$ cat src/rtl/thermo_cfg.svh
`ifndef THERMO_CFG_SVH
`define THERMO_CFG_SVH

// register pointers on the serial port
`define STATUS_PTR 8'h04
`define SENSOR_CFG_PTR 8'h05

// status register fields
`define STAT_BURST_BIT 7
`define STAT_UPDATE_BIT 6
`define STAT_RANGE_BIT 4
`define STAT_ALERT_HI 3
`define STAT_ALERT_LO 0
`define STATUS_RESET 8'h00

// sensor configuration fields
`define CFG_TYPE_HI 6
`define CFG_TYPE_LO 4
`define CFG_COEFF_HI 2
`define CFG_COEFF_LO 0
`define SENSOR_CFG_RESET 8'h00
`define SENSOR_CFG_MASK 8'h77

// serial port
`define DEV_ADDR_RESET 7'h60
`define READ_FILL 8'h00

`endif

$ cat src/rtl/thermo_pkg.sv
package thermo_pkg;

	typedef enum logic [4:0] {
		PORT_IDLE = 5'b00001,
		PORT_RX = 5'b00010,
		PORT_ACK = 5'b00100,
		PORT_TX = 5'b01000,
		PORT_RACK = 5'b10000
	} port_state_t;

	typedef enum logic [2:0] {
		TC_K = 3'h0,
		TC_J = 3'h1,
		TC_T = 3'h2,
		TC_N = 3'h3,
		TC_S = 3'h4,
		TC_E = 3'h5,
		TC_B = 3'h6,
		TC_R = 3'h7
	} thermo_type_t;

endpackage

$ cat src/rtl/burst_sequencer.sv
`timescale 1ns/1ps
module burst_sequencer
(
	input wire logic core_clk,
	input wire logic rst_n,
	input wire logic burstMode,
	input wire logic burstStart,
	input wire logic [2:0] sampleCount,
	input wire logic convDone,
	output logic burstDone,
	output logic shutdownReq
);

	logic active;
	logic [7:0] count;
	logic [8:0] target;
	logic [8:0] nextCount;

	assign target = 9'h001 << sampleCount; // 1 to 128 samples
	assign nextCount = {1'b0, count} + 9'h001;

	always_ff @(posedge core_clk or negedge rst_n)
	begin
		if (!rst_n)
		begin
			active <= 1'b0;
			count <= 8'h00;
			burstDone <= 1'b0;
			shutdownReq <= 1'b0;
		end
		else
		begin
			burstDone <= 1'b0;
			if (burstStart && burstMode)
			begin
				active <= 1'b1;
				count <= 8'h00;
				shutdownReq <= 1'b0;
			end
			else if (active && convDone)
			begin
				if (nextCount == target)
				begin
					active <= 1'b0;
					count <= 8'h00;
					burstDone <= 1'b1;
					shutdownReq <= 1'b1;
				end
				else
					count <= nextCount[7:0];
			end
		end
	end

endmodule

$ cat src/rtl/ema_filter.sv
`timescale 1ns/1ps
module ema_filter
(
	input wire logic core_clk,
	input wire logic rst_n,
	input wire logic sampleValid,
	input wire logic signed [15:0] sample,
	input wire logic [2:0] coeff,
	input wire logic clearState,
	output logic signed [15:0] filtered,
	output logic outValid
);

	logic hasHistory;
	logic signed [16:0] diff;
	logic signed [17:0] twiceDiff;
	logic signed [17:0] step;
	logic signed [17:0] sum;

	// y += 2*(x-y)/(2^n+1), i.e. k*x + (1-k)*y with k = 2/(2^n+1)
	function automatic logic signed [17:0] ema_step(input logic signed [17:0] num,
		input logic [2:0] n);
		case (n)
			3'h1: ema_step = num / 18'sd3;
			3'h2: ema_step = num / 18'sd5;
			3'h3: ema_step = num / 18'sd9;
			3'h4: ema_step = num / 18'sd17;
			3'h5: ema_step = num / 18'sd33;
			3'h6: ema_step = num / 18'sd65;
			3'h7: ema_step = num / 18'sd129;
			default: ema_step = num;
		endcase
	endfunction

	assign diff = {sample[15], sample} - {filtered[15], filtered};
	assign twiceDiff = {diff, 1'b0};
	assign step = ema_step(twiceDiff, coeff);
	// result always lies between old output and sample, so the top bits drop safely
	assign sum = {{2{filtered[15]}}, filtered} + step;

	always_ff @(posedge core_clk or negedge rst_n)
	begin
		if (!rst_n)
			filtered <= 16'sh0000;
		else if (sampleValid)
		begin
			if (!hasHistory || coeff == 3'h0)
				filtered <= sample;
			else
				filtered <= sum[15:0];
		end
	end

	always_ff @(posedge core_clk or negedge rst_n)
	begin
		if (!rst_n)
			hasHistory <= 1'b0;
		else if (clearState)
			hasHistory <= 1'b0;
		else if (sampleValid)
			hasHistory <= 1'b1;
	end

	always_ff @(posedge core_clk or negedge rst_n)
	begin
		if (!rst_n)
			outValid <= 1'b0;
		else
			outValid <= sampleValid;
	end

endmodule

$ cat src/rtl/thermo_status_config_filter.sv
`timescale 1ns/1ps
`include "thermo_cfg.svh"
module thermo_status_config_filter
(
	input wire logic core_clk,
	input wire logic rst_n,
	input wire logic sclIn,
	input wire logic sdaIn,
	output logic sdaOut,
	output logic sdaOe_n,
	input wire logic [6:0] devAddr,
	input wire logic sampleValid,
	input wire logic signed [15:0] hotSample,
	input wire logic signed [15:0] hotCompSample,
	input wire logic signed [15:0] coldSample,
	input wire logic rangeExceeded,
	input wire logic [63:0] alertLimits,
	input wire logic [3:0] alertUseCold,
	input wire logic burstMode,
	input wire logic burstStart,
	input wire logic [2:0] burstSamples,
	output logic [15:0] deltaTemp,
	output logic [15:0] hotTemp,
	output logic [15:0] coldTemp,
	output thermo_pkg::thermo_type_t thermoType,
	output logic shutdownReq,
	output logic [7:0] statusFlags,
	output logic [7:0] sensorCfg
);

	// serial port: pins are asynchronous to core_clk
	logic sclMeta, sclSync, sclPrev;
	logic sdaMeta, sdaSync, sdaPrev;
	logic sclRise, sclFall, startSeen, stopSeen;
	thermo_pkg::port_state_t portState;
	logic [3:0] bitCnt;
	logic [7:0] shiftReg;
	logic firstByte, secondByte, readDir, masterNack;
	logic [7:0] regPtr;
	logic wrStrobe;
	logic [7:0] wrData;
	logic [7:0] rdData;

	// conversion path
	logic convValid;
	logic signed [15:0] filtOut;
	logic filtValid;
	logic burstDone;
	logic cfgWrite;
	logic statusWrite;
	logic [3:0] alertBits;

	function automatic logic [7:0] read_mux(input logic [7:0] ptr, input logic [7:0] stat,
		input logic [7:0] cfg);
		case (ptr)
			`STATUS_PTR: read_mux = stat;
			`SENSOR_CFG_PTR: read_mux = cfg & `SENSOR_CFG_MASK;
			default: read_mux = `READ_FILL;
		endcase
	endfunction

	always_ff @(posedge core_clk or negedge rst_n)
	begin
		if (!rst_n)
		begin
			sclMeta <= 1'b1;
			sclSync <= 1'b1;
			sclPrev <= 1'b1;
			sdaMeta <= 1'b1;
			sdaSync <= 1'b1;
			sdaPrev <= 1'b1;
		end
		else
		begin
			sclMeta <= sclIn;
			sclSync <= sclMeta;
			sclPrev <= sclSync;
			sdaMeta <= sdaIn;
			sdaSync <= sdaMeta;
			sdaPrev <= sdaSync;
		end
	end

	assign sclRise = sclSync & ~sclPrev;
	assign sclFall = ~sclSync & sclPrev;
	assign startSeen = sclSync & sclPrev & sdaPrev & ~sdaSync;
	assign stopSeen = sclSync & sclPrev & ~sdaPrev & sdaSync;
	assign rdData = read_mux(regPtr, statusFlags, sensorCfg);

	// open drain: only ever pull low, release otherwise
	always_ff @(posedge core_clk or negedge rst_n)
	begin
		if (!rst_n)
			sdaOut <= 1'b0;
		else
			sdaOut <= 1'b0;
	end

	always_ff @(posedge core_clk or negedge rst_n)
	begin
		if (!rst_n)
		begin
			portState <= thermo_pkg::PORT_IDLE;
			bitCnt <= 4'h0;
			shiftReg <= 8'h00;
			firstByte <= 1'b0;
			secondByte <= 1'b0;
			readDir <= 1'b0;
			masterNack <= 1'b0;
			regPtr <= 8'h00;
			wrStrobe <= 1'b0;
			wrData <= 8'h00;
			sdaOe_n <= 1'b1;
		end
		else
		begin
			wrStrobe <= 1'b0;
			if (startSeen)
			begin
				portState <= thermo_pkg::PORT_RX;
				bitCnt <= 4'h0;
				firstByte <= 1'b1;
				sdaOe_n <= 1'b1;
			end
			else if (stopSeen)
			begin
				portState <= thermo_pkg::PORT_IDLE;
				sdaOe_n <= 1'b1;
			end
			else
			begin
				case (portState)
					thermo_pkg::PORT_IDLE:
						sdaOe_n <= 1'b1;
					thermo_pkg::PORT_RX:
						if (sclRise)
						begin
							shiftReg <= {shiftReg[6:0], sdaSync};
							bitCnt <= bitCnt + 4'h1;
						end
						else if (sclFall && bitCnt == 4'h8)
						begin
							bitCnt <= 4'h0;
							if (firstByte)
							begin
								firstByte <= 1'b0;
								if (shiftReg[7:1] == devAddr)
								begin
									readDir <= shiftReg[0];
									secondByte <= ~shiftReg[0];
									sdaOe_n <= 1'b0;
									portState <= thermo_pkg::PORT_ACK;
								end
								else
									portState <= thermo_pkg::PORT_IDLE;
							end
							else
							begin
								if (secondByte)
									regPtr <= shiftReg;
								else
								begin
									wrStrobe <= 1'b1;
									wrData <= shiftReg;
								end
								secondByte <= 1'b0;
								sdaOe_n <= 1'b0;
								portState <= thermo_pkg::PORT_ACK;
							end
						end
					thermo_pkg::PORT_ACK:
						if (sclFall)
						begin
							if (readDir)
							begin
								shiftReg <= rdData;
								sdaOe_n <= rdData[7];
								bitCnt <= 4'h1;
								portState <= thermo_pkg::PORT_TX;
							end
							else
							begin
								sdaOe_n <= 1'b1;
								portState <= thermo_pkg::PORT_RX;
							end
						end
					thermo_pkg::PORT_TX:
						if (sclFall)
						begin
							if (bitCnt == 4'h8)
							begin
								sdaOe_n <= 1'b1;
								portState <= thermo_pkg::PORT_RACK;
							end
							else
							begin
								sdaOe_n <= shiftReg[6];
								shiftReg <= {shiftReg[6:0], 1'b0};
								bitCnt <= bitCnt + 4'h1;
							end
						end
					thermo_pkg::PORT_RACK:
						if (sclRise)
							masterNack <= sdaSync;
						else if (sclFall)
						begin
							if (masterNack)
								portState <= thermo_pkg::PORT_IDLE;
							else
							begin
								shiftReg <= rdData;
								sdaOe_n <= rdData[7];
								bitCnt <= 4'h1;
								portState <= thermo_pkg::PORT_TX;
							end
						end
					default:
						portState <= thermo_pkg::PORT_IDLE;
				endcase
			end
		end
	end

	assign cfgWrite = wrStrobe && regPtr == `SENSOR_CFG_PTR;
	assign statusWrite = wrStrobe && regPtr == `STATUS_PTR;
	// a sample out of range never reaches the filter or the result registers
	assign convValid = sampleValid && !rangeExceeded;

	always_ff @(posedge core_clk or negedge rst_n)
	begin
		if (!rst_n)
			sensorCfg <= `SENSOR_CFG_RESET;
		else if (cfgWrite)
			sensorCfg <= wrData & `SENSOR_CFG_MASK;
	end

	// the engine reads the type at the start of each sample, so a write lands next sample
	always_ff @(posedge core_clk or negedge rst_n)
	begin
		if (!rst_n)
			thermoType <= thermo_pkg::TC_K;
		else if (cfgWrite)
			thermoType <= thermo_pkg::thermo_type_t'(wrData[`CFG_TYPE_HI:`CFG_TYPE_LO]);
	end

	ema_filter u_filter
	(
		.core_clk(core_clk),
		.rst_n(rst_n),
		.sampleValid(convValid),
		.sample(hotSample),
		.coeff(sensorCfg[`CFG_COEFF_HI:`CFG_COEFF_LO]),
		.clearState(cfgWrite),
		.filtered(filtOut),
		.outValid(filtValid)
	);

	burst_sequencer u_burst
	(
		.core_clk(core_clk),
		.rst_n(rst_n),
		.burstMode(burstMode),
		.burstStart(burstStart),
		.sampleCount(burstSamples),
		.convDone(filtValid),
		.burstDone(burstDone),
		.shutdownReq(shutdownReq)
	);

	always_ff @(posedge core_clk or negedge rst_n)
	begin
		if (!rst_n)
			deltaTemp <= 16'h0000;
		else if (filtValid)
			deltaTemp <= filtOut;
	end

	always_ff @(posedge core_clk or negedge rst_n)
	begin
		if (!rst_n)
		begin
			hotTemp <= 16'h0000;
			coldTemp <= 16'h0000;
		end
		else if (convValid)
		begin
			hotTemp <= hotCompSample;
			coldTemp <= coldSample;
		end
	end

	genvar gi;
	generate
		for (gi = 0; gi < 4; gi++)
		begin : g_alert
			logic signed [15:0] watched;
			assign watched = alertUseCold[gi] ? $signed(coldTemp) : $signed(hotTemp);
			assign alertBits[gi] = watched > $signed(alertLimits[gi*16 +: 16]);
		end
	endgenerate

	// hardware set beats a software clear arriving in the same cycle
	always_ff @(posedge core_clk or negedge rst_n)
	begin
		if (!rst_n)
			statusFlags <= `STATUS_RESET;
		else
		begin
			if (burstDone)
				statusFlags[`STAT_BURST_BIT] <= 1'b1;
			else if (statusWrite && !wrData[`STAT_BURST_BIT])
				statusFlags[`STAT_BURST_BIT] <= 1'b0;
			if (filtValid)
				statusFlags[`STAT_UPDATE_BIT] <= 1'b1;
			else if (statusWrite && !wrData[`STAT_UPDATE_BIT])
				statusFlags[`STAT_UPDATE_BIT] <= 1'b0;
			statusFlags[5] <= 1'b0;
			statusFlags[`STAT_RANGE_BIT] <= rangeExceeded;
			statusFlags[`STAT_ALERT_HI:`STAT_ALERT_LO] <= alertBits;
		end
	end

endmodule
$ cat config.mk
export PLATFORM = sky130hd
export DESIGN_NAME = thermo_status_config_filter
export DESIGN_NICKNAME = d
export VERILOG_FILES = /design/src/rtl/thermo_pkg.sv /design/src/rtl/burst_sequencer.sv /design/src/rtl/ema_filter.sv /design/src/rtl/thermo_status_config_filter.sv
export VERILOG_INCLUDE_DIRS = /design/src /design/src/rtl
export SDC_FILE = /design/constraint.sdc
export NUM_CORES = 1
export LEC_CHECK = 0
export BUFFER_PORTS_ARGS = -buffer_cell sky130_fd_sc_hd__buf_2
export CAP_MARGIN = 30
export CELL_PAD_IN_SITES_DETAIL_PLACEMENT = 2
export CELL_PAD_IN_SITES_GLOBAL_PLACEMENT = 2
export CORE_MARGIN = 10
export CORE_UTILIZATION = 33
export DETAILED_ROUTE_END_ITERATION = 10
export GPL_ROUTABILITY_DRIVEN = 1
export PLACE_DENSITY = 0.87
export SETUP_SLACK_MARGIN = 0.02
export SLEW_MARGIN = 20
export SYNTH_ARGS = -nofsm -noshare
export SYNTH_HDL_FRONTEND = slang
export SYNTH_HIERARCHICAL = 1
export SYNTH_SLANG_ARGS = --single-unit
export TNS_END_PERCENT = 5
$ cat constraint.sdc
create_clock -name core_clk -period 37 [get_ports core_clk]
set_input_delay 1.85 -clock core_clk [delete_from_list [all_inputs] [get_ports core_clk]]
set_output_delay 1.85 -clock core_clk [all_outputs]
set_load 0.05 [all_outputs]
==> impl_results.md, run 1 <==
* Cell taking the most area after synthesis: dfrtp_1
* Sequential share of the synthesized area at 18.48%
* Die Wd at approximately 250 um
* Outcome: aborted with a tool error
* Stop Error: [ERROR GRT-0232] Routing congestion too high. Check the congestion heatmap in the GUI.
* Yosys top cell area share at between 10% and 20%
* Yosys reg bits at 134
* Avg Cell Area, Syn at 8.320 um^2
* Number of CTS-inserted buffers at 17
* Top cells by area, synth: dfrtp_1, ha_1, mux2_2, xnor2_1, a21oi_1
* Stop stage: global routing
* Adder-Cell Fraction of Synth Area at 13.95%
* Die Ht at 254.8 um
* H-Tree Depth at 4
* Mux cell area share after synthesis at 12.22%
* Largest family of logic cells by synthesized area: compound AO/OA/AOI/OAI gates
* Most used DFF post-synth: dfrtp_1
* Overflow after GRT at 24
* Effective utilization at floorplan at 33.16%
* Num ports at 204
* Mapped cell area at 18,190 um^2
* Mapped Cells at roughly 2,200
* Synth Area in XOR/XNOR at 6.065%
* Worst endpoint after global-route timing repair: u_filter/filtered[15]$_DFFE_PN0P_/D
* Hpwl dp at just over 80 mm
* Synth async-reset ratio at 100.0%
* Row cnt at 86
* EDFF count, synth at 0
* PortBufs at approximately 200
* Pre-CTS WS at -4.769 ns
* Clock Sinks at 134
* Clock Tree Buf Depth at 2
* Distinct cells, synth at 126
* GR Util All Layers at 64.71%
* Worst EP kind: sequential cell input
* Post-synthesis simple-gate area fraction at around a fifth
* Final RePlAce weighted congestion at roughly 0.9
* Largest net degree at the start of global routing at 74
* Ys Warns at 6
* CTS Root Cell: clkbuf_16
* Hold buffer count at cts at 0
* Synth Area in Compound Gates at 23.81%
-- layer usage --
metal,GRT usage [%],overflow
met1,63.19,0
met2,83.91,12
met3,47.58,0
met4,65.61,12
met5,16.50,0
-- metrics by stage --
step	instance area [um^2]	utilization, %	instances
after floorplan	18710	-	2190
after global placement	23510	42.83	3465
after detailed placement	23510	42.85	3465
after CTS	26330	47.97	3646
-- cells in the mapped netlist, types with 11 or more instances --
cell type  number
buf_4          11
clkbuf_1       33
nand2_1       177
buf_2          18
o31a_1         11
o21bai_1       18
o31ai_1        35
o21a_1         38
o21ai_0        91
nor4_1         11
ha_1          198
xnor2_1        88
and4_1         11
a21oi_1       136
a211oi_1       13
a31oi_1        21
and2_1         23
nor2b_1        30
nor2_1        156
a31o_2         11
xor2_1         38
dfrtp_1       126
mux2_2        166
o211ai_1       22
nand2b_1       24
o211a_1        13
nand4_1        31
or3_1          17
a21o_1         56
nand3_1        56
inv_1         134
nor3_1         71
mux2i_1        25
and3_1         18
nand3b_1       13
or2_2          13
-- timing repair --
action	in CTS
endpoints found under the setup margin	16
endpoints found under the hold margin	0
pin swaps	180
buffers inserted	149
resized for setup	222
-- cell families after synthesis --
family	Yosys count
AOI/OAI and AO/OA	603
xor gates and xnor gates	126
adders and majority gates	201
buffers and inverters	211
DFF	134
muxes	198
other	1
and+or+nand+nor	713
==> inputs of run 2 (changes only) <==
--- a/config.mk
+++ b/config.mk
@@ -8,14 +8,11 @@
 export LEC_CHECK = 0
 export BUFFER_PORTS_ARGS = -buffer_cell sky130_fd_sc_hd__buf_2
 export CAP_MARGIN = 30
-export CELL_PAD_IN_SITES_DETAIL_PLACEMENT = 2
-export CELL_PAD_IN_SITES_GLOBAL_PLACEMENT = 2
 export CORE_MARGIN = 10
-export CORE_UTILIZATION = 33
+export CORE_UTILIZATION = 30
 export DETAILED_ROUTE_END_ITERATION = 10
 export GPL_ROUTABILITY_DRIVEN = 1
-export PLACE_DENSITY = 0.87
-export SETUP_SLACK_MARGIN = 0.02
+export PLACE_DENSITY_LB_ADDON = 0.15
 export SLEW_MARGIN = 20
 export SYNTH_ARGS = -nofsm -noshare
 export SYNTH_HDL_FRONTEND = slang
==> constraint.sdc (replaced) <==
create_clock -name core_clk -period 48.1 [get_ports core_clk]
set_input_delay 2.405 -clock core_clk [delete_from_list [all_inputs] [get_ports core_clk]]
set_output_delay 2.405 -clock core_clk [all_outputs]
set_load 0.05 [all_outputs]
==> run 2 against run 1 <==
The run now ends clean. Synthesized area unchanged. Synthesized cell count unchanged.
==> impl_results.md, run 2 <==
* Outcome: finished, final reports clean
* Largest family of logic cells by synthesized area: compound AO/OA/AOI/OAI gates
* Clock skew at 0.009011 ns
* Req. time, crit path at 48.46 ns
* CTS Root Cell: clkbuf_16
* Clock Sinks at 134
* Slew Viols, Final at 0
* Adder-Cell Fraction of Synth Area at 13.95%
* Crit-path max cell delay at ~0.48 ns
* Worst setup margin at 3.502 ns
* PortBufs at 199
* Hold buffer count at cts at 0
* Clock Tree Buf Depth at 2
* Maximum clock rate at 22.42 MHz
* Hpwl dp at 49.92 mm
* Residual DRC at 0
* Initial antenna violation count at 10
* Pre-CTS WS at -0.7133 ns
* Worst Setup End Kind: register
* EDFF count, synth at 0
* Final WL at about 62 mm
* Final Critical Period at 44.60 ns
* Clock latency at the later pin of the worst-skew pair at 0.43 ns
* Final hold slack at 0.3591 ns
* Final setup fails at 0
* Critical path's slowest cell: a31oi_1
* Finished Cell Area at 20,980 um^2
* Hold Violations, Final at 0
* GR Util All Layers at between 15 and 20%
* Fin nets at 2,712
* Worst-margin pin slew at 1.047 ns
* Distinct cells, synth at 126
* Yosys reg bits at ~130
* Synth async-reset ratio at 100.0%
* Final Cycle Share at between 90% and 100%
* Die Ht at 266.3 um
* Hold/Removal Path Class: register to register
* Most frequent cells in the layout: ha_1, buf_2, nand2_1
* Die Wd at 266.3 um
* Number of CTS-inserted buffers at 17
* Post-synthesis simple-gate area fraction at 20.61%
* Detail Route Antenna Nets at 0
* Dpl cell area at 19,980 um^2
* Crit Path Class: input port to register
* Wirelength per Cell at ~20 um
* Top-count cell post-synth: ha_1
* Global-route wire length before repair at 96.37 mm
* Area Overhead vs Synth at 15.32%
* Ys Warns at 6
* Final setup TNS at 0 ns
* Via count at around 17,000
* Final RePlAce weighted congestion at 0.8821
* Clock-pin slew on the worst setup and hold paths at roughly 0.060 ns
* Mapped cell area at 18,190 um^2
* Synth cell count leaders: ha_1, nand2_1, mux2_2
* Most frequent CP cell: o21a_1
* Die area at 70,900 um^2
* Normalized max-slew margin at 29.70%
* Yosys top cell area share at 17.33%
* H-Tree Depth at 4
* Largest fanout on the critical path at 16
* Synth Area in XOR/XNOR at 6.065%
* Core Area at 60,250 um^2
* Effective utilization at floorplan at between 30% and 40%
* Row cnt at 90
* DR pass1 iterations at 5
* Mux cell area share after synthesis at 12.22%
* Cell taking the most area after synthesis: dfrtp_1
* Overflow after GRT at 0
* CTS tree: yes
* Critical Path AT at ~45 ns
* Num ports at 204
* Sequential share of the synthesized area at 18.48%
* Startpoint Class: input port
* Number of global-route vias before repair at 17,100
* Share of cells above drive strength 1 at around 24%
* Most used DFF post-synth: dfrtp_1
* Initial DRC count at 1,056
* Avg Cell Area, Syn at 8.320 um^2
* Drt via density at between 5 and 6
* Mapped Cells at 2,187
* Max-cap violation count at 0
* Largest net degree at the start of global routing at 79
* Synth Area in Compound Gates at 23.81%
* Top cells by area, synth: dfrtp_1, ha_1, mux2_2, xnor2_1, a21oi_1
-- run 2: kinds of logic (layout without fill, tap and decap cells) --
logic type	Yosys count	count (layout)
and+or+nand+nor	713	714
buffers and inverters	211	409
other	1	7
muxes	198	198
xor gates and xnor gates	126	126
adders and majority gates	201	201
AOI/OAI and AO/OA	603	603
DFF	134	134
-- run 2: layer usage --
metal	track usage (%)	share of wire (%)
met4	4.262	2.2
met5	0	0.071
met1	22.92	47
met3	3.036	4.9
met2	27.62	46
-- run 2: worst max-delay path: cells and delay by family --
kind            cells  cell delay, ns
compound gates    103           21.47
xor+xnor           11            2.09
fa+ha+maj          20            6.07
buf+inv            11            1.44
mux                 6            1.44
simple gates       54            9.96
-- run 2: path summary, 6_finish.rpt --
kind	startpoint	end	slack [ns]	depth (start not counted)
hold reg to reg	sclMeta$_DFF_PN1_	sclSync$_DFF_PN1_	0.36	0
hold / removal	sclMeta$_DFF_PN1_	sclSync$_DFF_PN1_	0.36	0
setup / recovery	hotSample[5]	u_filter/filtered[15]$_DFFE_PN0P_	3.50	205
setup reg to reg	u_filter/filtered[5]$_DFFE_PN0P_	u_filter/filtered[15]$_DFFE_PN0P_	5.14	205
max in group asynchronous	rst_n	deltaTemp[14]$_DFFE_PN0P_	44.82	2
min in group asynchronous	rst_n	hotTemp[9]$_DFFE_PN0P_	2.01	1
-- run 2: metrics by stage --
stage	utilization [%]	cells
6_report	34.83	3174
3_3_place_gp	33.15	3113
5_1_grt	34.82	3173
2_1_floorplan	-	2190
4_1_cts	34.23	3148
3_5_place_dp	33.16	3114
-- run 2: area by class of cell --
| cell class | instances | area [um^2] |
|---|---|---|
| Antenna cell | 3 | 7.507 |
| Clock inverter | 7 | 117.6 |
| Sequential cell | 134 | 3363 |
| Inverter | 134 | 503.0 |
| Timing Repair Buffer | 244 | 1390 |
| Multi-Input combinational cell | 1846 | 14120 |
| Clock buffer | 24 | 501.7 |
| Tap cell | 782 | 978.4 |
| Fill cell | 6217 | 39260 |
-- run 2: timing repair --
item | 4_1_cts | 5_1_grt
endpoints found under the hold margin | 0 | 0
buffers inserted | 3 | 19
resized for setup | 1 | 32
gates cloned | 0 | 1
pin swaps | 1 | 5
setup endpoints to repair | 1 | 16
Power of run 2 is not shown: default switching activity piles up to over one toggle a cycle in this logic, so the estimate is an artifact.
